==> config.mk <==
export PLATFORM = sky130hd
export DESIGN_NAME = bcc_charger
export DESIGN_NICKNAME = d
export VERILOG_FILES = /design/src/hw/bcc_pkg.sv /design/src/hw/bcc_charger.sv
export VERILOG_INCLUDE_DIRS = /design/src /design/src/hw
export SDC_FILE = /design/constraint.sdc
export NUM_CORES = 1
export LEC_CHECK = 0
export BUFFER_PORTS_ARGS = -buffer_cell sky130_fd_sc_hd__buf_2
export CAP_MARGIN = 20
export CORE_ASPECT_RATIO = 0.5
export CORE_UTILIZATION = 50
export DETAILED_ROUTE_END_ITERATION = 16
export PLACE_DENSITY = 0.72
export SETUP_SLACK_MARGIN = 0.5
export SYNTH_ARGS = -nofsm -noshare
export SYNTH_HDL_FRONTEND = slang
export SYNTH_SLANG_ARGS = --single-unit
==> constraint.sdc <==
create_clock -name clock -period 3.2 [get_ports clock]
set_input_delay 0 -clock clock [delete_from_list [all_inputs] [get_ports clock]]
set_output_delay 0 -clock clock [all_outputs]
set_load 0.01 [all_outputs]
==> src/hw/bcc_defs.svh <==
// constants of the charger control block; included by the package and the core
`ifndef BCC_DEFS_SVH
`define BCC_DEFS_SVH
`define BCC_AW          8
`define BCC_DW          16
`define BCC_A_CTRL      8'h00
`define BCC_A_CURR      8'h04
`define BCC_A_PLIM      8'h08
`define BCC_A_STAT      8'h0c
`define BCC_C_LEDFORCE  0
`define BCC_C_ALLOWVI   1
`define BCC_C_NOAUTO    2
`define BCC_C_TMRCLR    3
`define BCC_C_RESTART   4
`define BCC_C_TRKOFF    5
`define BCC_C_LPBACK    6
`define BCC_CTRL_RST    7'h00
`define BCC_CURR_RST    8'h01
`define BCC_PLIM_RST    4'h0
`define BCC_ICODE_LOW   4'h1
`define BCC_ICODE_500   4'h4
`define BCC_F_NONE      2'h0
`define BCC_F_OV        2'h1
`define BCC_F_TMO       2'h2
`define BCC_F_TEMP      2'h3
`define BCC_CLK_HZ      40000000
`define BCC_TICK_S      1
`define BCC_CHG_MIN     120
`define BCC_PRE_LONG_MIN  270
`define BCC_PRE_SHORT_MIN 60
`define BCC_NIN         16
`define BCC_I_CHG       0
`define BCC_I_WALL      1
`define BCC_I_SAFE      2
`define BCC_I_OPER      3
`define BCC_I_SUPPLY_TURN_ON_LEVEL      4
`define BCC_I_BPOP      5
`define BCC_I_RECH      6
`define BCC_I_EOCI      7
`define BCC_I_OV        8
`define BCC_I_DISS      9
`define BCC_I_DROP      10
`define BCC_I_TEMPOK    11
`define BCC_I_DIEHOT    12
`define BCC_I_SERIAL    13
`define BCC_I_USB       14
`define BCC_I_LPB       15
`endif

==> src/hw/bcc_pkg.sv <==
// types of the charger control block
// assumes bcc_defs.svh is on the include path
`include "bcc_defs.svh"
package bcc_pkg;
    typedef enum logic [7:0] {
        BCC_IDLE    = 8'h01,
        BCC_INIT    = 8'h02,
        BCC_TRICKLE = 8'h04,
        BCC_EXTPRE  = 8'h08,
        BCC_CHARGE  = 8'h10,
        BCC_EOC     = 8'h20,
        BCC_TMREXP  = 8'h40,
        BCC_FAULT   = 8'h80
    } bcc_st_t;

    typedef struct packed {
        logic [`BCC_NIN-1:0] s1;
        logic [`BCC_NIN-1:0] s2;
        logic [`BCC_NIN-1:0] s3;
        logic [`BCC_NIN-1:0] filt;
        logic [25:0]         divCnt;
        logic                tick;
        bcc_st_t             st;
        logic [14:0]         tmr;
        logic [6:0]          ctrl;
        logic [7:0]          curr;
        logic [3:0]          plim;
        logic                hostCurSet;
        logic                pwrTried;
        logic [1:0]          fault;
        logic [`BCC_DW-1:0]  rdData;
        logic                led;
        logic                active;
        logic                passOn;
        logic [3:0]          passCode;
        logic                trickleOn;
        logic                trickleHigh;
        logic                battSwitch;
        logic                turnOnEv;
        logic                wallIrq;
        logic                eocIrq;
        logic                faultIrq;
    } bcc_state_t;
endpackage : bcc_pkg

==> src/hw/bcc_charger.sv <==
// charger control state machine with its host register port
// assumes comparator levels arrive asynchronously and one 40 MHz clock
//
// Added by the designer: the register addresses and the address-and-strobe port.
`timescale 1ns/1ps
`include "bcc_defs.svh"
module bcc_charger
    import bcc_pkg::*;
#(
    parameter int TICK_CYCLES = `BCC_TICK_S * `BCC_CLK_HZ
) (
    input  wire logic             clock,
    input  wire logic             rst_b,
    input  wire logic [`BCC_AW-1:0] addr,
    input  wire logic [`BCC_DW-1:0] wrData,
    input  wire logic             wrStrobe,
    input  wire logic             rdStrobe,
    output logic [`BCC_DW-1:0]    rdData,
    input  wire logic             chargerPresent,
    input  wire logic             wall_charger_indicator,
    input  wire logic             battAboveSafe,
    input  wire logic             battAboveOperate,
    input  wire logic             supplyAboveTurnOn,
    input  wire logic             supplyAboveOperate,
    input  wire logic             battBelowRecharge,
    input  wire logic             currentAboveEoc,
    input  wire logic             overVoltage,
    input  wire logic             passDissipation,
    input  wire logic             battDrop,
    input  wire logic             tempInRange,
    input  wire logic             dieOverTemp,
    input  wire logic             serialPathDetect,
    input  wire logic             usbHostSupply,
    input  wire logic             lowPowerBoot,
    output logic                  charge_led_sink,
    output logic                  charging_active_status,
    output logic                  mainPassOn,
    output logic [3:0]            mainPassCode,
    output logic                  trickleOn,
    output logic                  trickleHigh,
    output logic                  battery_switch_gate,
    output logic                  turnOnEvent,
    output logic                  wall_indicator_irq,
    output logic                  end_of_charge_irq,
    output logic                  fault_irq
);
    localparam logic [14:0] CHG_LIM   = 15'(`BCC_CHG_MIN * 60 / `BCC_TICK_S);
    localparam logic [14:0] PRE_LLIM  = 15'(`BCC_PRE_LONG_MIN * 60 / `BCC_TICK_S);
    localparam logic [14:0] PRE_SLIM  = 15'(`BCC_PRE_SHORT_MIN * 60 / `BCC_TICK_S);

    bcc_state_t r;
    bcc_state_t n;

    function automatic logic hit(input logic [`BCC_AW-1:0] a, input logic [`BCC_AW-1:0] b);
        hit = (a == b);
    endfunction : hit

    logic [`BCC_NIN-1:0] pins;
    assign pins = {lowPowerBoot, usbHostSupply, serialPathDetect, dieOverTemp, tempInRange,
                   battDrop, passDissipation, overVoltage, currentAboveEoc, battBelowRecharge,
                   supplyAboveOperate, supplyAboveTurnOn, battAboveOperate, battAboveSafe,
                   wall_charger_indicator, chargerPresent};

    logic [`BCC_NIN-1:0] f;
    logic [14:0]         preLim;
    logic                running;
    logic                tmrHit;

    always_comb
    begin
        n = r;
        n.s1 = pins;
        n.s2 = r.s1;
        n.s3 = r.s2;
        // a change is taken only when the last two stages agree
        n.filt = (r.s2 & ~(r.s2 ^ r.s3)) | (r.filt & (r.s2 ^ r.s3));
        f = n.filt;

        n.tick = 1'b0;
        if (r.divCnt == 26'(TICK_CYCLES - 1))
        begin
            n.divCnt = 26'h0;
            n.tick = 1'b1;
        end
        else
        begin
            n.divCnt = r.divCnt + 26'h1;
        end

        n.ctrl[`BCC_C_TMRCLR] = 1'b0;
        n.ctrl[`BCC_C_RESTART] = 1'b0;
        if (wrStrobe && hit(addr, `BCC_A_CTRL))
        begin
            n.ctrl = wrData[6:0];
        end
        if (wrStrobe && hit(addr, `BCC_A_CURR) && r.ctrl[`BCC_C_ALLOWVI])
        begin
            n.curr = wrData[7:0];
            n.hostCurSet = 1'b1;
        end
        if (wrStrobe && hit(addr, `BCC_A_PLIM))
        begin
            n.plim = wrData[3:0];
        end

        n.rdData = '0;
        if (rdStrobe)
        begin
            if (hit(addr, `BCC_A_CTRL))
                n.rdData = {9'h0, r.ctrl};
            else if (hit(addr, `BCC_A_CURR))
                n.rdData = {8'h0, r.curr};
            else if (hit(addr, `BCC_A_PLIM))
                n.rdData = {12'h0, r.plim};
            else if (hit(addr, `BCC_A_STAT))
                n.rdData = {r.st, 3'h0, r.fault, r.filt[`BCC_I_SERIAL],
                            r.filt[`BCC_I_WALL], r.active};
        end

        preLim = (r.st == BCC_EXTPRE && !f[`BCC_I_USB] && f[`BCC_I_SAFE]) ? PRE_SLIM : PRE_LLIM;
        running = (r.st == BCC_TRICKLE || r.st == BCC_EXTPRE || r.st == BCC_CHARGE)
                  && f[`BCC_I_TEMPOK];
        if (running && r.tick)
            n.tmr = r.tmr + 15'h1;
        tmrHit = (r.st == BCC_CHARGE) ? (r.tmr >= CHG_LIM) : (r.tmr >= preLim);

        n.turnOnEv = 1'b0;
        n.eocIrq = 1'b0;

        unique case (r.st)
            BCC_IDLE:
            begin
                if (f[`BCC_I_CHG])
                    n.st = BCC_INIT;
            end
            BCC_INIT:
            begin
                n.tmr = 15'h0;
                // held here while the die is hot
                if (!f[`BCC_I_DIEHOT])
                begin
                    if (f[`BCC_I_OPER])
                        n.st = BCC_CHARGE;
                    // serial path only with supply above turn-on
                    else if (f[`BCC_I_SERIAL] && !f[`BCC_I_USB] && f[`BCC_I_SUPPLY_TURN_ON_LEVEL])
                    begin
                        n.st = BCC_TRICKLE;
                        n.turnOnEv = !r.pwrTried;
                        n.pwrTried = 1'b1;
                    end
                    else
                        n.st = BCC_EXTPRE;
                end
            end
            BCC_TRICKLE:
            begin
                if (f[`BCC_I_OPER])
                begin
                    n.st = BCC_CHARGE;
                    n.tmr = 15'h0;
                end
                else if (tmrHit)
                begin
                    n.st = BCC_FAULT;
                    n.fault = `BCC_F_TMO;
                end
            end
            BCC_EXTPRE:
            begin
                if (f[`BCC_I_USB] ? f[`BCC_I_OPER] : f[`BCC_I_SUPPLY_TURN_ON_LEVEL])
                begin
                    n.st = BCC_CHARGE;
                    n.tmr = 15'h0;
                    n.turnOnEv = !r.pwrTried;
                    n.pwrTried = 1'b1;
                end
                else if (tmrHit)
                begin
                    n.st = BCC_FAULT;
                    n.fault = `BCC_F_TMO;
                end
            end
            BCC_CHARGE:
            begin
                if (!f[`BCC_I_EOCI])
                begin
                    n.st = BCC_EOC;
                    n.eocIrq = 1'b1;
                end
                else if (tmrHit)
                begin
                    n.st = BCC_TMREXP;
                    n.fault = `BCC_F_TMO;
                end
                else if (r.ctrl[`BCC_C_TMRCLR])
                    n.tmr = 15'h0;
            end
            BCC_EOC:
            begin
                // resume on bounce or recharge level
                if (!f[`BCC_I_BPOP] ||
                    (f[`BCC_I_RECH] && !r.ctrl[`BCC_C_NOAUTO]))
                begin
                    n.st = BCC_CHARGE;
                    n.tmr = 15'h0;
                end
            end
            BCC_TMREXP:
            begin
                if (!f[`BCC_I_BPOP])
                begin
                    n.st = BCC_CHARGE;
                    n.tmr = 15'h0;
                    n.fault = `BCC_F_NONE;
                end
            end
            BCC_FAULT:
            begin
                n.st = BCC_FAULT;
            end
            default:
            begin
                n.st = BCC_IDLE;
            end
        endcase

        // overrides, lowest priority first
        // battery drop while charging
        if (f[`BCC_I_DROP] && running)
        begin
            n.st = BCC_FAULT;
            n.fault = `BCC_F_TMO;
        end
        if (f[`BCC_I_OV] || f[`BCC_I_DISS])
        begin
            n.st = BCC_FAULT;
            n.fault = `BCC_F_OV;
        end
        // temperature code while out of range
        if (r.fault == `BCC_F_NONE || r.fault == `BCC_F_TEMP)
            if (n.fault == r.fault)
                n.fault = f[`BCC_I_TEMPOK] ? `BCC_F_NONE : `BCC_F_TEMP;
        if (f[`BCC_I_DIEHOT] && r.st != BCC_IDLE)
        begin
            n.st = BCC_INIT;
            n.fault = `BCC_F_NONE;
        end
        if (r.ctrl[`BCC_C_RESTART] || (f[`BCC_I_CHG] && !r.filt[`BCC_I_CHG]))
        begin
            n.st = BCC_INIT;
            n.fault = `BCC_F_NONE;
        end
        if (!f[`BCC_I_CHG])
        begin
            n.st = BCC_IDLE;
            n.fault = `BCC_F_NONE;
            n.pwrTried = 1'b0;
            n.hostCurSet = 1'b0;
        end

        // irq on rising edge, both edges for temperature
        n.faultIrq = (n.fault != r.fault) &&
                     (n.fault != `BCC_F_NONE || r.fault == `BCC_F_TEMP);
        // every change, no debounce beyond sync
        n.wallIrq = f[`BCC_I_WALL] ^ r.filt[`BCC_I_WALL];

        // flag kept through pauses; low-power boot waits for ack
        n.active = !(n.st inside {BCC_IDLE, BCC_FAULT, BCC_EOC, BCC_TMREXP}) &&
                   (!f[`BCC_I_LPB] || n.ctrl[`BCC_C_LPBACK]);
        n.led = n.active || n.ctrl[`BCC_C_LEDFORCE];

        // pauses stop current without disturbing the flag
        n.passOn = (n.st inside {BCC_TRICKLE, BCC_EXTPRE, BCC_CHARGE}) && f[`BCC_I_TEMPOK];
        unique case (n.st)
            BCC_TRICKLE: n.passCode = `BCC_ICODE_500;
            BCC_EXTPRE:  n.passCode = (f[`BCC_I_USB] || !f[`BCC_I_SAFE]) ?
                                      `BCC_ICODE_LOW : `BCC_ICODE_500;
            BCC_CHARGE:  n.passCode = n.hostCurSet ? n.curr[3:0] :
                                      (f[`BCC_I_USB] ? `BCC_ICODE_LOW : `BCC_ICODE_500);
            default:     n.passCode = `BCC_ICODE_LOW;
        endcase
        // internal trickle, host may switch it off
        n.trickleOn = n.st == BCC_TRICKLE && f[`BCC_I_TEMPOK] &&
                      !n.ctrl[`BCC_C_TRKOFF] && (!f[`BCC_I_LPB] || n.ctrl[`BCC_C_LPBACK]);
        n.trickleHigh = f[`BCC_I_SAFE];
        // battery joined to the supply node
        n.battSwitch = n.st inside {BCC_CHARGE, BCC_EOC, BCC_TMREXP};
    end

    always_ff @(posedge clock)
    begin
        if (!rst_b)
        begin
            r <= '0;
            r.st <= BCC_IDLE;
            r.ctrl <= `BCC_CTRL_RST;
            r.curr <= `BCC_CURR_RST;
            r.plim <= `BCC_PLIM_RST;
            r.passCode <= `BCC_ICODE_LOW;
        end
        else
        begin
            r <= n;
        end
    end

    assign rdData = r.rdData;
    assign charge_led_sink = r.led;
    assign charging_active_status = r.active;
    assign mainPassOn = r.passOn;
    assign mainPassCode = r.passCode;
    assign trickleOn = r.trickleOn;
    assign trickleHigh = r.trickleHigh;
    assign battery_switch_gate = r.battSwitch;
    assign turnOnEvent = r.turnOnEv;
    assign wall_indicator_irq = r.wallIrq;
    assign end_of_charge_irq = r.eocIrq;
    assign fault_irq = r.faultIrq;
endmodule : bcc_charger

==> results.txt <==
After the last flow step, the layout net total stands at 880. The later pin in the worst-skew pair is clocked with a latency of 0.42 ns. Across the whole layout, storage elements account for 3320 sq um. No sink is reached through more buffers than the 2 on the longest clock path.

The clock transition at the registers of the reported paths was 0.07 ns. The run gives 10,500 um as the half-perimeter wire length after placement. The leakage power came out at 3.26 nW.

The leading register cell type out of synthesis is sky130_fd_sc_hd__dfxtp_1. At the worst endpoint, the required time is 3.51 ns. The most heavily used metal layer in global routing was met2. CTS placed an instance of sky130_fd_sc_hd__clkbuf_16 at the clock tree root. Derived from the worst setup path, the maximum achievable clock frequency is 291 MHz. After detailed routing, the average wire length per cell comes to 15.0 um. The synthesized netlist contains 67 unique library cells. The tools report the hold violation total from the final report as 0. Setup repair after global routing could not meet its margin everywhere.

The number of top-level design ports was 74. Once layout is complete, the cells apart from fillers number 1,013. For this design, the slowest cell found on the critical path is sky130_fd_sc_hd__a2111o_1. The tool flagged a number of max-cap violations equal to 0.

The count of yosys warnings during synthesis is 0. Measured along the x axis, the die boundary spans 167 um. The final reports fail on negative setup slack.

The worst setup path is launched from a flop. The run gives 13,000 sq um as the placeable core region. The sequential area share after synthesis is 49.0%, and the number of flops mapped to enable cells by yosys is 0. Across all hold checks on the routed design, the worst slack comes to 0.0702 ns. Cells fill 65.1% of the core in the end. Counting the buffers created by CTS gives 17. Overall die area: 14,100 sq um. Via count normalized by instance count: 5.31. Normalized max-slew margin: 64.0%. Tracing the worst setup path back leads to its startpoint at r[117]. Combinational logic burns 3.1% of the power. The proportion of power drawn by the clock network came out at 49.6%. Ranked by total cell area, the synthesized netlist is headed by sky130_fd_sc_hd__dfxtp_1 (49%), sky130_fd_sc_hd__and2_1 (7.1%), sky130_fd_sc_hd__nor2_1 (4.8%).

After synthesis, the share of flip-flops with an asynchronous set or reset is 0%. The sequential power share is 47.3%, and the post-detailed-route DRC marker count is 0. The final count of pins violating max slew was 0; the global route total overflow was 0. Buffers placed on the I/O ports in this run total 65. The area of the multi-input gates was 3320 sq um; the number of nets still failing antenna checks after routing was 0. By count the netlist is led by sky130_fd_sc_hd__dfxtp_1 (166), sky130_fd_sc_hd__nor2_1 (86), sky130_fd_sc_hd__and2_1 (77). For the data arrival time of the critical path, the log shows 3.76 ns.

The tools report the CTS H-tree depth as 4. The area share of the largest cell type after synthesis was 49.0%. Across the VDD grid, the largest voltage drop is 0.328 mV.

The synthesized design spends more area on one cell type than any other, namely sky130_fd_sc_hd__dfxtp_1. The cell with the most instances after synthesis was sky130_fd_sc_hd__dfxtp_1. After the first detailed-routing iteration, the DRC count stood at 408. The run gives 1,052 as the number of fill cells. The worst-path maximum fanout was 6; the instance count after placement with tap cells included was 948. Compared with the post-synthesis result, the final layout area differs by 24.5%. In the global route stage, met2 resource usage came out at 36.1%. The startpoint of the worst register-to-register path was r[117]. The wire length of the first global-routing pass was 24,700 um. The setup slack on the worst flop-to-flop path was -0.24 ns; the chip height was 84.3 um. The tools report the detailed-routing iteration count for the pre-antenna-repair pass as 5.

The flow ran to the end, but the final reports show violations. The final layout contains routed wiring with a total length of 15,200 um. The met3 routing resource usage after global routing was 4.71%. The logs give 0.00350 W for the internal power summed over all cells and 0.000955 W for the switching power total. Dividing the final minimum period by the clock period gives 108%.

Minimum clock period: 3.44 ns. For the clock sink count, the log shows 166. The logs give 29.3% for the routing usage on met1 and -1.50 ns for the aggregate negative setup slack.

Area of the mapped netlist: 6780 sq um. The worst setup path is captured at a flop. The starting density of the core is 52.3%, and the power density over the cells is 528 nW/um^2. Traced cell by cell, the critical path runs through maj3_2, nor3_4, nand4_1, ha_1, nand4b_1, a31oi_1, o21ai_1, a2111o_1, a31oi_1, a21oi_1, o31a_1, or3_4, and2_4. The startpoint-to-endpoint class of the critical path is flop to flop. The synthesized area per cell works out to 9.32 sq um. The class of the tightest hold or removal check was primary input to flop. The tools report the global-route usage over all layers as 22.3%. In this design, the critical path's most frequently occurring cell is sky130_fd_sc_hd__a31oi_1.

TritonCTS built the clock tree. At the pin with the least slew margin, the transition time is 0.538 ns. The least setup slack across all paths after layout is -0.242 ns, and the switching share of power is 21.4%. In this run the most critical hold path is launched from rst_b. In this run, synthesis produced a sequential element count of 166. The initialized floorplan defines 29 standard-cell rows. Critical path's largest stage delay: 0.53 ns.

For this block, the via count after detailed routing is 5,379. For the net count after synthesis, the log shows 777. The logs give 0.0114 ns for the final worst clock skew and 727 for the number of cells produced by synthesis. Number of global-route vias before repair: 5,165. The post-route netlist has 21.1% of its cells at a drive strength greater than 1. Final antenna diode count: 0. The run gives 0 as the initial antenna violation count. Setup violations remaining at the end of the flow were counted as 11. The last weighted congestion value of the routability-driven placer was 0.921. Entering global routing, the biggest net connects 56 pins.
-- kinds of logic (layout without fill, tap and decap cells) --
group                    Yosys count  in the layout  synth area share [%]
buffers and inverters             57            173                  4.47
AO/OA/AOI/OAI                     89             89                  8.90
flip-flops                       166            166                  49.0
adder cells (fa/ha/maj)           20             20                  3.17
AND/OR/NAND/NOR                  349            349                  27.5
multiplexers                      13             13                  2.66
XOR/XNOR                          33             33                  4.26
-- timing repair --
action                                 in CTS  in global routing
pin swaps                                  15                  6
setup endpoints to repair                  32                 32
cloned                                      0                  1
buffers inserted                            3                  1
gates resized for setup                     9                 30
endpoints found under the hold margin      40                  0
hold buffers                               27                  0
-- cell type report --
cell class	instances	share of cell area, %
Clock buffer	18	5.09
Clock inverter	14	2.51
Inverter	17	0.756
Multi-Input combinational cell	504	39.4
Sequential cell	166	39.4
Tap cell	170	2.52
Timing Repair Buffer	124	10.3
-- final timing paths --
check                                      endpoint  cells past startpoint
worst min register to register          turnOnEvent                      1
worst max-delay path                     mainPassOn                     13
worst max register to register           mainPassOn                     13
worst min-delay path            battery_switch_gate                      2
-- through the flow --
step / setup slack, ns / total power, W / area (sq um)
3_5_place_dp: -0.453 / 0.00225 / 7290
3_3_place_gp: -0.341 / 0.00225 / 7290
2_1_floorplan: -0.0195 / 0.00221 / 6800
4_1_cts: -0.228 / 0.00448 / 8280
5_1_grt: -0.360 / 0.00460 / 8440
6_report: -0.242 / 0.00445 / 8440
-- layer usage --
layer | part of all wire (%) | vias to the layer above
met1 | 48 | 2532
met3 | 4.6 | 23
li1 | - | 2684
met2 | 46 | 140
met5 | 0 | -
met4 | 1.2 | 0
-- sequential cells by signal, summed over array words and instances (netlist names) --
signal,count
mainPassCode,4
r,105
n,32
battery_switch_gate,1
wall_indicator_irq,1
turnOnEvent,1
mainPassOn,1
trickleOn,1
end_of_charge_irq,1
charging_active_status,1
fault_irq,1
rdData,16
charge_led_sink,1
-- cell usage in the layout (no fill, tap or decap), types with 4 or more instances in the layout --
cell type,count
sky130_fd_sc_hd__dfxtp_1,165
sky130_fd_sc_hd__buf_2,65
sky130_fd_sc_hd__nand4_1,16
sky130_fd_sc_hd__xor2_1,20
sky130_fd_sc_hd__or3_1,10
sky130_fd_sc_hd__nand2_1,59
sky130_fd_sc_hd__o21ai_0,13
sky130_fd_sc_hd__mux2i_1,9
sky130_fd_sc_hd__xnor2_1,13
sky130_fd_sc_hd__and3_1,8
sky130_fd_sc_hd__nand3_1,25
sky130_fd_sc_hd__inv_1,17
sky130_fd_sc_hd__nor4b_1,8
sky130_fd_sc_hd__nor2_1,72
sky130_fd_sc_hd__inv_6,4
sky130_fd_sc_hd__a21oi_1,30
sky130_fd_sc_hd__nand2b_1,7
sky130_fd_sc_hd__ha_1,6
sky130_fd_sc_hd__buf_6,4
sky130_fd_sc_hd__maj3_1,13
sky130_fd_sc_hd__nor3_1,10
sky130_fd_sc_hd__and2_1,75
sky130_fd_sc_hd__nor2b_1,9
sky130_fd_sc_hd__buf_4,27
sky130_fd_sc_hd__mux4_2,4
sky130_fd_sc_hd__bufinv_16,4
sky130_fd_sc_hd__nor2_2,14
sky130_fd_sc_hd__nor4_1,5
sky130_fd_sc_hd__dlygate4sd3_1,27
sky130_fd_sc_hd__clkbuf_16,17
-- power groups by stage --
stage	registers, W	clock network [W]	logic [W]
3_3_place_gp	0.00215	0	0.0000968
3_5_place_dp	0.00215	0	0.0000980
5_1_grt	0.00211	0.00234	0.000150
4_1_cts	0.00211	0.00225	0.000126
2_1_floorplan	0.00215	0	0.0000598
6_report	0.00211	0.00221	0.000137
-- critical path, delay by kind of cell (launching register included) --
| kind | cells | cell delay (ns) |
|---|---|---|
| flip-flops | 1 | 0.30 |
| AO/OA/AOI/OAI | 6 | 1.34 |
| AND/OR/NAND/NOR | 5 | 1.00 |
| adder cells (fa/ha/maj) | 2 | 0.69 |
(Power assumes the default switching activity.)
